## config.mk

```make
export PLATFORM = sky130hd
export DESIGN_NAME = nsif_top
export DESIGN_NICKNAME = d
export VERILOG_FILES = /design/src/rtl/nsif_pkg.sv /design/src/rtl/nsif_top.sv
export SDC_FILE = /design/constraint.sdc
export NUM_CORES = 1
export LEC_CHECK = 0
export BUFFER_PORTS_ARGS = -buffer_cell sky130_fd_sc_hd__clkbuf_2
export CORE_MARGIN = 4
export CORE_UTILIZATION = 30
export CTS_BUF_LIST = sky130_fd_sc_hd__clkbuf_4
export CTS_CLUSTER_DIAMETER = 40
export DETAILED_ROUTE_END_ITERATION = 16
export PLACE_DENSITY = 0.7
export SYNTH_ARGS = -nofsm -noshare
export SYNTH_HDL_FRONTEND = slang
export SYNTH_SLANG_ARGS = --single-unit
```

## constraint.sdc

```tcl
create_clock -name clk -period 2 [get_ports clk]
set_input_delay 0.6 -clock clk [delete_from_list [all_inputs] [get_ports clk]]
set_output_delay 0.6 -clock clk [all_outputs]
set_load 0.005 [all_outputs]
```

## src/rtl/nsif_pkg.sv

```systemverilog
// constants for the status and interrupt flag block
package nsif_pkg;

    // number of flags held inside this block
    localparam int NSIF_NUM_FLAGS = 4;

    // position of each held flag in the internal flag vector
    localparam int NSIF_IDX_MEM_ERR   = 0;
    localparam int NSIF_IDX_RX_DONE   = 1;
    localparam int NSIF_IDX_TX_DONE   = 2;
    localparam int NSIF_IDX_INIT_DONE = 3;

    // number of event flags kept outside and only summarised here
    localparam int NSIF_NUM_EXT = 6;

    // position of each outside event in the outside event vector
    localparam int NSIF_EXT_BABBLE  = 0;
    localparam int NSIF_EXT_MISSED  = 1;
    localparam int NSIF_EXT_MISS_OVF  = 2;
    localparam int NSIF_EXT_RXCOL_OVF = 3;
    localparam int NSIF_EXT_JABBER  = 4;
    localparam int NSIF_EXT_TXSTART = 5;

    // vector types for held flags and outside events
    typedef logic [NSIF_NUM_FLAGS-1:0] nsif_flags_t;
    typedef logic [NSIF_NUM_EXT-1:0]   nsif_ext_t;

    // reset values
    localparam nsif_flags_t NSIF_FLAGS_RST = 4'h0;
    localparam logic        NSIF_BIT_RST   = 1'h0;

endpackage : nsif_pkg

```

## src/rtl/nsif_top.sv

```systemverilog
// status flags, summary interrupt and transmit demand logic
`timescale 1ns/10ps
// Operation
// - memory error flag set by bus logic; write one clears, zero keeps
// - memory error flag cleared by reset and by stop
// - receive-done set after frame received and last ring buffer handed back
// - receive-done drives irq only with global enable and receive mask clear
// - descriptor engine sets receive-done; write one clears, zero keeps
// - receive-done cleared by reset and by stop
// - transmit-done set after frame sent and last ring buffer handed back
// - transmit-done drives irq only with global enable and transmit mask clear
// - descriptor engine sets transmit-done; write one clears, zero keeps
// - transmit-done cleared by reset and by stop
// - init-done set when init block read; write one clears, zero ignored
// - init-done drives irq with global enable and init mask clear
// - init-done cleared by reset and by stop
// - summary flag is set while any unmasked event flag is active
// - transmit demand set by writing one; writing zero leaves it
// - descriptor fetch clears transmit demand
// - transmit demand cleared by reset and by stop
// - transmit demand requests ring access at once, not waiting for poll
// - transmitter off clears transmit demand and blocks ring access
module nsif_top
(
    input  wire logic clk,                         // system clock, 100 MHz
    input  wire logic rst_n,                       // async reset, active low
    input  wire logic csr_write,                   // software status write pulse
    input  wire logic wr_memory_error,             // written value, memory error
    input  wire logic wr_receive_done,             // written value, receive done
    input  wire logic wr_transmit_done,            // written value, transmit done
    input  wire logic wr_init_done,                // written value, init done
    input  wire logic wr_transmit_demand,          // written value, demand
    input  wire logic stop_set,                    // software sets stop, pulse
    input  wire logic bus_mem_error,               // bus unit memory error pulse
    input  wire logic rx_last_buffer_done,         // last rx buffer handed back
    input  wire logic tx_last_buffer_done,         // last tx buffer handed back
    input  wire logic init_block_read,             // init block read complete
    input  wire logic tx_desc_fetch,               // engine fetches tx descriptor
    input  wire logic poll_tick,                   // poll interval elapsed pulse
    input  wire logic transmitter_on,              // transmitter enabled level
    input  wire logic auto_poll_disable,           // automatic polling disabled
    input  wire logic global_interrupt_enable,     // global irq enable
    input  wire logic memory_error_mask,           // mask for memory error
    input  wire logic receive_done_mask,           // mask for receive done
    input  wire logic transmit_done_mask,          // mask for transmit done
    input  wire logic init_done_mask,              // mask for init done
    input  wire nsif_pkg::nsif_ext_t ext_flags,    // outside event flags
    input  wire nsif_pkg::nsif_ext_t ext_masks,    // masks for outside events
    output logic      memory_error_flag,           // registered flag
    output logic      receive_done_flag,           // registered flag
    output logic      transmit_done_flag,          // registered flag
    output logic      init_done_flag,              // registered flag
    output logic      summary_interrupt_flag,      // registered summary
    output logic      transmit_demand,             // registered demand bit
    output logic      tx_ring_request,             // registered ring access req
    output logic      irq                          // registered interrupt request
);
    import nsif_pkg::*;

    ////////////////////////////////////////////////////////////////////////
    // held flags
    ////////////////////////////////////////////////////////////////////////

    nsif_flags_t flag_q;
    nsif_flags_t flag_d;
    nsif_flags_t flag_set;
    nsif_flags_t flag_wr1;
    nsif_flags_t flag_mask;
    logic        summary_q;
    logic        summary_d;
    logic        irq_q;
    logic        demand_q;
    logic        demand_d;
    logic        ring_req_q;
    logic        ring_req_d;
    logic        demand_wr1;

    // hardware set sources, one per held flag
    always_comb
    begin
        flag_set                     = NSIF_FLAGS_RST;
        flag_set[NSIF_IDX_MEM_ERR]   = bus_mem_error;
        flag_set[NSIF_IDX_RX_DONE]   = rx_last_buffer_done;
        flag_set[NSIF_IDX_TX_DONE]   = tx_last_buffer_done;
        flag_set[NSIF_IDX_INIT_DONE] = init_block_read;
    end

    // write-one-to-clear requests from software
    always_comb
    begin
        flag_wr1                     = NSIF_FLAGS_RST;
        flag_wr1[NSIF_IDX_MEM_ERR]   = csr_write & wr_memory_error;
        flag_wr1[NSIF_IDX_RX_DONE]   = csr_write & wr_receive_done;
        flag_wr1[NSIF_IDX_TX_DONE]   = csr_write & wr_transmit_done;
        flag_wr1[NSIF_IDX_INIT_DONE] = csr_write & wr_init_done;
    end

    // masks that keep each held flag out of the summary
    always_comb
    begin
        flag_mask                     = NSIF_FLAGS_RST;
        flag_mask[NSIF_IDX_MEM_ERR]   = memory_error_mask;
        flag_mask[NSIF_IDX_RX_DONE]   = receive_done_mask;
        flag_mask[NSIF_IDX_TX_DONE]   = transmit_done_mask;
        flag_mask[NSIF_IDX_INIT_DONE] = init_done_mask;
    end

    // per flag: stop clears first, a set beats a same-cycle write clear
    genvar gi;
    generate
        for (gi = 0; gi < NSIF_NUM_FLAGS; gi++)
        begin : g_flag
            always_comb
            begin
                if (stop_set)
                    flag_d[gi] = 1'h0;
                else if (flag_set[gi])
                    flag_d[gi] = 1'h1;
                else if (flag_wr1[gi])
                    flag_d[gi] = 1'h0;
                else
                    flag_d[gi] = flag_q[gi];
            end

            always_ff @(posedge clk or negedge rst_n)
            begin
                if (!rst_n)
                    flag_q[gi] <= NSIF_BIT_RST;
                else
                    flag_q[gi] <= flag_d[gi];
            end
        end
    endgenerate

    ////////////////////////////////////////////////////////////////////////
    // summary flag and interrupt request
    ////////////////////////////////////////////////////////////////////////

    // summary follows the next flag values so it moves with them
    assign summary_d = (|(flag_d & ~flag_mask))
                     | (|(ext_flags & ~ext_masks));

    // summary register
    always_ff @(posedge clk or negedge rst_n)
    begin
        if (!rst_n)
            summary_q <= NSIF_BIT_RST;
        else
            summary_q <= summary_d;
    end

    // request raised only for unmasked events under global enable
    always_ff @(posedge clk or negedge rst_n)
    begin
        if (!rst_n)
            irq_q <= NSIF_BIT_RST;
        else
            irq_q <= global_interrupt_enable & summary_d;
    end

    ////////////////////////////////////////////////////////////////////////
    // transmit demand and ring access request
    ////////////////////////////////////////////////////////////////////////

    assign demand_wr1 = csr_write & wr_transmit_demand;

    // demand: stop or transmitter off clear, write one beats fetch clear
    always_comb
    begin
        if (stop_set || !transmitter_on)
            demand_d = 1'h0;
        else if (demand_wr1)
            demand_d = 1'h1;
        else if (tx_desc_fetch)
            demand_d = 1'h0;
        else
            demand_d = demand_q;
    end

    // demand register
    always_ff @(posedge clk or negedge rst_n)
    begin
        if (!rst_n)
            demand_q <= NSIF_BIT_RST;
        else
            demand_q <= demand_d;
    end

    // ring request: demand asks at once, poll tick only when polling on
    always_comb
    begin
        if (stop_set || !transmitter_on || tx_desc_fetch)
            ring_req_d = 1'h0;
        else if (demand_q)
            ring_req_d = 1'h1;
        else if (poll_tick && !auto_poll_disable)
            ring_req_d = 1'h1;
        else
            ring_req_d = ring_req_q;
    end

    // ring request register, held until the fetch, a stop or transmitter off
    always_ff @(posedge clk or negedge rst_n)
    begin
        if (!rst_n)
            ring_req_q <= NSIF_BIT_RST;
        else
            ring_req_q <= ring_req_d;
    end

    // outputs straight from the registers
    assign memory_error_flag      = flag_q[NSIF_IDX_MEM_ERR];
    assign receive_done_flag      = flag_q[NSIF_IDX_RX_DONE];
    assign transmit_done_flag     = flag_q[NSIF_IDX_TX_DONE];
    assign init_done_flag         = flag_q[NSIF_IDX_INIT_DONE];
    assign summary_interrupt_flag = summary_q;
    assign transmit_demand        = demand_q;
    assign tx_ring_request        = ring_req_q;
    assign irq                    = irq_q;
endmodule : nsif_top

```

# Word level (Yosys, flattened, before mapping)
# Cells that the tools add are included.
[totals]
reg_bits = 8
elab_cells = 46
output_inout_bits = 8
[op_classes]
muxes = 18
reduce_logical = 9
bitwise_logic = 11
[op_table]
columns = ["operator", "n"]
rows = [
  ["$mux W1", 18],
  ["$and A1 B1 Y1", 6],
  ["$and A6 B6 Y6", 1],
  ["$not A6 Y6", 1],
  ["$reduce_bool A3 Y1", 2],
  ["$reduce_or A6 Y1", 1],
  ["$and A4 B4 Y4", 1],
  ["$not A4 Y4", 1],
  ["$reduce_or A4 Y1", 1],
  ["$logic_not A1 Y1", 2],
  ["$logic_or A1 B1 Y1", 2],
  ["$logic_and A1 B1 Y1", 1],
  ["$or A1 B1 Y1", 1],
]

# Depth between registers and ports, before layout
# Gate-level depths: netlist of the first run.
[depth]
word_depth = 8
mapped_depth = 4
depth_no_buf = 4

# Worst setup path after synthesis of the first run
# OpenSTA, ideal clock, no wires.
[synth_path]
path_kind = "input to register"
start = "input port ext_flags[3]"
end = "register summary_q (netlist: summary_interrupt_flag)"
setup_ps = 131
arrival_ps = 1446
path_slack_ps = 423
stages = 4
path_buffers = 0
path_cell_list = "nor2b_4 -> a2111oi_4 -> o311ai_1 -> or3_1"
[synth_via]
elab_chain_cells = 3
[synth_lines]
columns = ["element", "line", "text"]
rows = [
  ["from (decl)", "nsif_top.sv:47", "input wire nsif_pkg::nsif_ext_t ext_flags,"],
  ["$and A6 B6 Y6", "nsif_top.sv:141", "| (|(ext_flags & ~ext_masks));"],
  ["$reduce_or A6 Y1", "nsif_top.sv:141", ""],
  ["$or A1 B1 Y1", "nsif_top.sv:141", ""],
  ["via summary_d", "nsif_top.sv:70", "logic summary_d;"],
  ["to (signal assigned)", "nsif_top.sv:149", "summary_q <= summary_d;"],
  ["to (decl)", "nsif_top.sv:69", "logic summary_q;"],
]
# The timed path passes the listed nets, and every way through them passes these cells.
# A chain may end at the register's enable or synchronous reset.

# Worst setup path in the final report of the first run
# Same ends and word-level chain as after synthesis.

==> flow_metrics.tcl, run 1 <==
set metrics [dict create \
    outcome "finished, final reports clean" \
    setup_viol 0 \
    drtAntennaViolNets 0 \
    fin_skew_ps 3.52 \
    ctsLongestPathBuffers 2 \
    min_path_type "in -> async" \
    rrSetupSlack_ps 690 \
    viasPerCell 4.59 \
    worstPathMaxFanout 2 \
    grt_usage_pct 12.6 \
    fin_crit_sh_pct 72.4 \
    fmax_mhz 691 \
    r2r_cells 4 \
    hold_violations 0 \
    synth.avg_cell_area_um2 10.2 \
    syn_area_um2 407 \
    synth-seq-cells 8 \
    mostFrequentLayoutCell "clkbuf_2" \
    power_mw 0.377 \
    vias 454 \
    wl_per_cell_um 11.2 \
    cts_root_buf "clkbuf_4" \
    rsz0062_at_grt "no" \
    maxSlewViolCount 0 \
    dr.pass1.iters 2 \
    cp.required_ps 2120 \
    crit_arrival_ps 1570 \
    grt_pass1_wl_um 1830 \
    cts-resized-gates 0 \
    cts_setup_buffers 0 \
    cts_buffers 3 \
    crit_type "in -> reg" \
    fp.dieArea_um2 2010 \
    grt_max_degree 9 \
    portBuffers 41 \
    fp-row-count 13 \
    cts.htree.levels 1 \
    final_cells 99 \
    synthToLayoutAreaGrowth_pct 60.6 \
    vdd_drop_max_uv 447 \
    drt_iter0_markers 1 \
    dp_hpwl_um 987 \
    place_ws_ps 284 \
    cts_hold_buffers 0 \
    grt_pass1_vias 461 \
    critPathCaptureType "flip-flop" \
    fp.dieH_um 44.8 \
    r2r_end "summary_interrupt_flag" \
    route.detailed.drc 0 \
    initial_core_util_pct 31.6 \
    synth_cells 40 \
    clock-sinks 8 \
    drv_cap 0 \
    n_fill_cell 130 \
    finalWorstSetupSlack_ps 552 \
    p_per_area_nw_per_um2 577 \
    hold_ws_ps 187 \
    start_kind "primary input" \
    synth_cell_types 20 \
    n_antenna_cell 0 \
    num_io_pins 42 \
    setup_tns_ps 0 \
    dp.cells 96 \
    post-route-min-period_ps 1450 \
    yosysSeqAreaShare_pct 49.2 \
    yosysWarningCount 0 \
    final_cell_mix "41 x clkbuf_2, 8 x dfrtp_1, 4 x inv_1, 4 x nand2_1, 4 x a21oi_1" \
    leakagePower_nw 0.370 \
    clk_latency_ps 250 \
    core_area_um2 1280 \
    drive_gt1_share_pct 57.1 \
    r2r_start "transmit_done_flag" \
    nets 120 \
    overflow 0 \
    synth_fp_nets 74 \
    wl_um 1110 \
    tritoncts "done" \
    grt_antenna_before_repair 0 \
    relSlewSlack_pct 75.2 \
    tightest_slew_ps 370 \
    place_congestion 0.698 \
    clk_pin_slew_ps 50 \
    die_w_um 44.8 \
]
-- sequential cells by signal (all words and copies together), names as in the netlist --
register / flops
memory_error_flag: 1
receive_done_flag: 1
transmit_done_flag: 1
tx_ring_request: 1
transmit_demand: 1
init_done_flag: 1
irq: 1
summary_interrupt_flag: 1
-- power breakdown --
group / internal [mW] / total (mW) / switching (mW)
Combinational: 0.0460 / 0.0810 / 0.0350
Clock: 0.0684 / 0.120 / 0.0516
Sequential: 0.171 / 0.176 / 0.00421
-- kinds of logic after synthesis --
kind of cell / count (synthesis) / share of synthesized area (%)
AND/OR/NAND/NOR: 15 / 20.6
AO/OA/AOI/OAI: 12 / 25.5
flip-flops: 8 / 49.2
buffers and inverters: 5 / 4.61
-- synthesized netlist by cell type (all sizes together) --
library cell	instances	share of area, %
dfrtp	8	49
inv	5	4.6
a21oi	4	4.9
nand2	4	3.7
nor2	3	2.8
nor2b	3	7.1
nand2b	2	3.1
nor3	2	2.5
a2111oi	1	6.8
a211oi	1	1.8
a21boi	1	1.8
a22oi	1	1.8
o21bai	1	1.8
o311ai	1	2.2
o31a	1	2.2
o32ai	1	2.2
or3	1	1.5
-- area by class of cell --
type                    instances  area [um^2]  area share [%]
inverters                       5         18.8            2.87
multi-input cells              27          188            28.7
well taps                      15         18.8            2.87
clock buffers                   3         22.5            3.45
flip-flops and latches          8          200            30.7
repair buffers                 41          205            31.4
-- layer usage --
layer / share of wire (%) / track usage, % / vias to the layer above
li1: - / - / 230
met1: 38 / 13.4 / 205
met2: 53 / 21.8 / 19
met3: 9.3 / 6.37 / 0
met4: 0 / 3.51 / 0
met5: 0 / 0 / -
-- worst max-delay path, cell delays in order --
cell and delay, ps:
clkbuf_2 80, nor2b_4 120, a2111oi_4 290, o311ai_1 160
or3_1 320
-- worst max path at each step --
stage / startpoint / endpoint / slack, ps / cells past startpoint
floorplan: ext_flags[3] / summary_interrupt_flag / 420 / 4
global placement: ext_flags[3] / summary_interrupt_flag / 320 / 5
detailed placement: ext_flags[3] / summary_interrupt_flag / 280 / 5
CTS: ext_flags[3] / summary_interrupt_flag / 550 / 5
global route: ext_flags[3] / summary_interrupt_flag / 500 / 5
finish: ext_flags[3] / summary_interrupt_flag / 550 / 5
-- through the flow --
step | area, um^2 | util, %
2_1_floorplan | 407 | -
3_3_place_gp | 631 | 49.1
3_5_place_dp | 631 | 49.1
4_1_cts | 653 | 50.8
5_1_grt | 653 | 50.8
6_report | 653 | 50.8
Power figures use the tool's default switching activity.
==> run 2: changes to the inputs <==
- ABC_AREA: unset -> 1
- clock period: 2 -> 1.27 ns (I/O delays scaled with it)
==> flow_metrics.tcl, run 2 <==
set metrics [dict create \
    outcome "finished, final reports clean" \
    yosys-top-cells-count "18 x nand2_1, 12 x inv_1, 8 x dfrtp_1" \
    crit_family "flip-flops" \
    critPathCaptureType "primary output" \
    maxSlewViolCount 0 \
    p_switching_mw 0.146 \
    yosysSeqAreaShare_pct 44.6 \
    yosysWarningCount 0 \
    start_kind "flip-flop" \
    dp.cells 121 \
    p_clk_share_pct 30.9 \
    met1_usage_pct 11.1 \
    yosysMostFrequentCell "nand2_1" \
    synth_cell_types 14 \
    grt_antenna_before_repair 0 \
    final_cells 125 \
    synth.avg_cell_area_um2 6.91 \
    initial_core_util_pct 33.3 \
    setup_viol 0 \
    wl_per_cell_um 8.98 \
    wl_um 1120 \
    core_area_um2 1350 \
    dp_hpwl_um 1020 \
    syn_area_um2 449 \
    tritoncts "done" \
    dr.pass1.iters 4 \
    fp-row-count 13 \
    synth-edff-count 0 \
    hold_violations 0 \
    synth_fp_nets 99 \
    ctsLongestPathBuffers 2 \
    synthToLayoutAreaGrowth_pct 57.1 \
    leakagePower_nw 0.443 \
    place_congestion 0.685 \
    nets 146 \
    viasPerCell 4.32 \
    fin_skew_ps 4.05 \
    cts_root_buf "clkbuf_4" \
    cts.htree.levels 1 \
    tightest_slew_ps 201 \
    rsz0062_at_grt "no" \
    grt_usage_pct 11.0 \
    p_sw_share_pct 24.5 \
    path_cells "clkbuf_2" \
    die_w_um 46.7 \
    portBuffers 41 \
    post-route-min-period_ps 1120 \
    vias 540 \
    mostFrequentLayoutCell "clkbuf_2" \
    p_int_mw 0.449 \
    synth_top_area_share_pct 44.6 \
    max_stage_delay_ps 390 \
    synth_area_leaders "dfrtp_1 45%, nand2_1 15%, inv_1 10%" \
    seq_power_share_pct 46.4 \
    final_cell_mix "41 x clkbuf_2, 18 x nand2_1, 12 x inv_1" \
    vdd_drop_max_uv 340 \
    grt_max_degree 9 \
    worst-path-buf-inv 1 \
    num_io_pins 42 \
    grt_pass1_vias 488 \
    cts_buffers 3 \
    synth_async_sr_flop_share_pct 100 \
    fin_crit_sh_pct 88.6 \
    worstPathMaxFanout 3 \
    drt_iter0_markers 7 \
    fin_area_um2 706 \
    synth.largest_area_cell "dfrtp_1" \
    clk_latency_ps 250 \
    cts_setup_buffers 0 \
    drive_gt1_share_pct 46.4 \
    ys.flop_type "dfrtp_1" \
    power_mw 0.595 \
    n_antenna_cell 0 \
    use_met3_pct 0.391 \
    p_per_area_nw_per_um2 844 \
    crit_arrival_ps 740 \
    clock-sinks 8 \
    grt_pass1_wl_um 1680 \
    hold_ws_ps 331 \
    route.detailed.drc 0 \
    min_path_type "in -> reg" \
    fp.dieArea_um2 2180 \
    drv_cap 0 \
    setup_tns_ps 0 \
    synth-seq-cells 8 \
    fp.dieH_um 46.7 \
    clk_pin_slew_ps 50 \
    busiest_layer "met2" \
    placedInstanceArea_um2 673 \
    crit_type "reg -> out" \
    globalRouteMet2Util_pct 20.1 \
    overflow 0 \
    synth_cells 65 \
    cp.required_ps 890 \
    drtAntennaViolNets 0 \
    relSlewSlack_pct 86.6 \
    fmax_mhz 889 \
    p_comb_share_pct 22.7 \
    crit_slowest_cell "dfrtp_1" \
]
[run 2: area by class of cell]
type / count / area [um^2]
Inverter: 19 / 77.6
Clock buffer: 3 / 22.5
Multi-Input combinational cell: 38 / 171
Tap cell: 15 / 18.8
Sequential cell: 8 / 200
Fill cell: 140 / 644
Timing Repair Buffer: 42 / 215
[run 2: power groups by stage]
stage	clock network, mW	logic [mW]	registers, mW
global route	0.205	0.155	0.278
detailed placement	0	0.135	0.281
CTS	0.195	0.138	0.276
finish	0.184	0.135	0.276
floorplan	0	0.0517	0.282
global placement	0	0.133	0.280
[run 2: path summary, 6_finish.rpt]
check | start | endpoint | slack [ps] | cells after the start
setup / recovery | transmit_demand | transmit_demand | 150 | 1
hold / removal | global_interrupt_enable | irq | 330 | 3
setup reg to reg | memory_error_flag | summary_interrupt_flag | 310 | 6
hold reg to reg | transmit_demand | transmit_demand | 550 | 2
max in group asynchronous | rst_n | tx_ring_request | 580 | 2
min in group asynchronous | rst_n | memory_error_flag | 510 | 2
[run 2: layer usage]
layer  vias to the layer above  wire length (um)  share of wire, %
li1                        286                 -                 -
met3                         2               144                13
met1                       220               427                38
met4                         0                19               1.7
met5                         -                 0                 0
met2                        32               530                47
[run 2: timing repair]
action	in CTS	in global routing
hold endpoints to repair	8	0
gates resized for setup	0	0
endpoints found under the setup margin	0	0
hold buffers	1	0
[run 2: kinds of logic (layout without fill, tap and decap cells)]
| family | after synthesis | count (layout) | share of synthesized area [%] |
|---|---|---|---|
| buf+inv | 19 | 64 | 17.3 |
| compound gates | 8 | 8 | 8.91 |
| flops | 8 | 8 | 44.6 |
| simple gates | 30 | 30 | 29.2 |
[run 2: through the flow]
step                util, %  setup WS [ps]
floorplan                 -            337
global route           52.3            113
finish                 52.3            145
detailed placement     49.9            131
global placement       49.9            138
CTS                    52.3            130
==> run 3: changes to the inputs <==
- CORE_ASPECT_RATIO: unset -> 1.1
- CORE_MARGIN: 4 -> 5
==> flow_metrics.tcl, run 3 (synthesized netlist as in run 2, its figures left out) <==
set metrics [dict create \
    outcome "finished, final reports clean" \
    path_cells "clkbuf_2" \
    vias 527 \
    start_kind "flip-flop" \
    hold_violations 0 \
    mostFrequentLayoutCell "clkbuf_2" \
    dp_hpwl_um 1010 \
    cts_buffers 3 \
    drive_gt1_share_pct 46.4 \
    viasPerCell 4.18 \
    fp.dieArea_um2 2370 \
    hold_ws_ps 333 \
    relSlewSlack_pct 86.2 \
    rrSetupSlack_ps 310 \
    core_area_um2 1400 \
    fin_area_um2 707 \
    crit_type "reg -> out" \
    grt_pass1_vias 499 \
    holdPathEnd "irq" \
    finalWorstSetupSlack_ps 154 \
    vdd_drop_max_uv 304 \
    rsz0062_at_grt "no" \
    wl_per_cell_um 9.16 \
    setup_tns_ps 0 \
    placedInstanceArea_um2 674 \
    maxSlewViolCount 0 \
    clock-sinks 8 \
    dr.pass1.iters 4 \
    crit_family "flip-flops" \
    n_fill_cell 155 \
    portBuffers 41 \
    worst-path-buf-inv 1 \
    fmax_mhz 896 \
    setup_viol 0 \
    tightest_slew_ps 208 \
    ctsLongestPathBuffers 2 \
    fp-row-count 14 \
    drt_iter0_markers 2 \
    drtAntennaViolNets 0 \
    r2r_end "summary_interrupt_flag" \
    fin_skew_ps 6.84 \
    wl_um 1150 \
    cts_root_buf "clkbuf_4" \
    grt_pass1_wl_um 1820 \
    grt_antenna_before_repair 0 \
    final_cell_mix "41 x clkbuf_2, 18 x nand2_1, 12 x inv_1" \
    r2r_start "receive_done_flag" \
    cts_setup_buffers 0 \
    crit_slowest_cell "dfrtp_1" \
    initial_core_util_pct 32.1 \
    crit_arrival_ps 740 \
    tritoncts "done" \
    die_w_um 46.9 \
    route.detailed.drc 0 \
    synthToLayoutAreaGrowth_pct 57.4 \
    place_congestion 0.707 \
    nets 146 \
    place_ws_ps 131 \
    n_antenna_cell 0 \
    post-route-util_pct 50.4 \
    min_path_type "in -> reg" \
    post-route-min-period_ps 1120 \
    leakagePower_nw 0.443 \
    clk_latency_ps 250 \
    fin_crit_sh_pct 87.9 \
    num_io_pins 42 \
    overflow 0 \
    grt_max_degree 9 \
    fp.dieH_um 50.6 \
    critPathCaptureType "primary output" \
    p_per_area_nw_per_um2 842 \
    cts.htree.levels 1 \
    min_path_cells 3 \
    hp-start "global_interrupt_enable" \
    drv_cap 0 \
    clk_pin_slew_ps 50 \
    worstPathMaxFanout 2 \
    grt_usage_pct 10.6 \
    max_stage_delay_ps 380 \
    cp.required_ps 890 \
    r2r_cells 6 \
]
==> run 3: cell counts in the layout (fill, tap and decap cells not counted) <==
Identical to the previous run, type by type.
==> run 3: worst max-delay path by stage <==
stage | depth (start not counted) | to | start
2_1_floorplan | 7 | irq | ext_masks[1]
3_3_place_gp | 8 | irq | csr_write
3_5_place_dp | 8 | summary_interrupt_flag | csr_write
4_1_cts | 1 | transmit_demand | transmit_demand
5_1_grt | 1 | transmit_demand | transmit_demand
6_report | 1 | memory_error_flag | memory_error_flag
==> run 3: final cells by class <==
cell class,count,area [um^2],share of cell area (%)
flip-flops and latches,8,200,28.3
clock buffers,3,22.5,3.19
repair buffers,42,215,30.4
inverters,19,77.6,11.0
multi-input cells,38,171,24.2
well taps,16,20.0,2.83
==> run 3: repair_timing <==
| action | CTS | global route |
|---|---|---|
| hold endpoints to repair | 8 | 0 |
| hold buffers | 1 | 0 |
| resized for setup | 0 | 0 |
==> run 3: through the flow <==
step | cells | total power [mW]
after floorplan | 65 | 0.334
after global routing | 126 | 0.639
final | 126 | 0.595
after detailed placement | 122 | 0.415
after global placement | 122 | 0.414
after CTS | 126 | 0.606
==> run 3: per-layer routing <==
layer	track usage [%]	vias up	routed length, um
met1	11.0	213	408
met3	1.43	2	142
met4	8.29	0	28
li1	-	286	-
met2	18.1	26	575
met5	0	-	0
==> run 3: report_power, final <==
| group | total (mW) | switching (mW) | internal, mW |
|---|---|---|---|
| registers | 0.276 | 0.00639 | 0.270 |
| clock network | 0.184 | 0.0765 | 0.107 |
| logic | 0.135 | 0.0630 | 0.0718 |
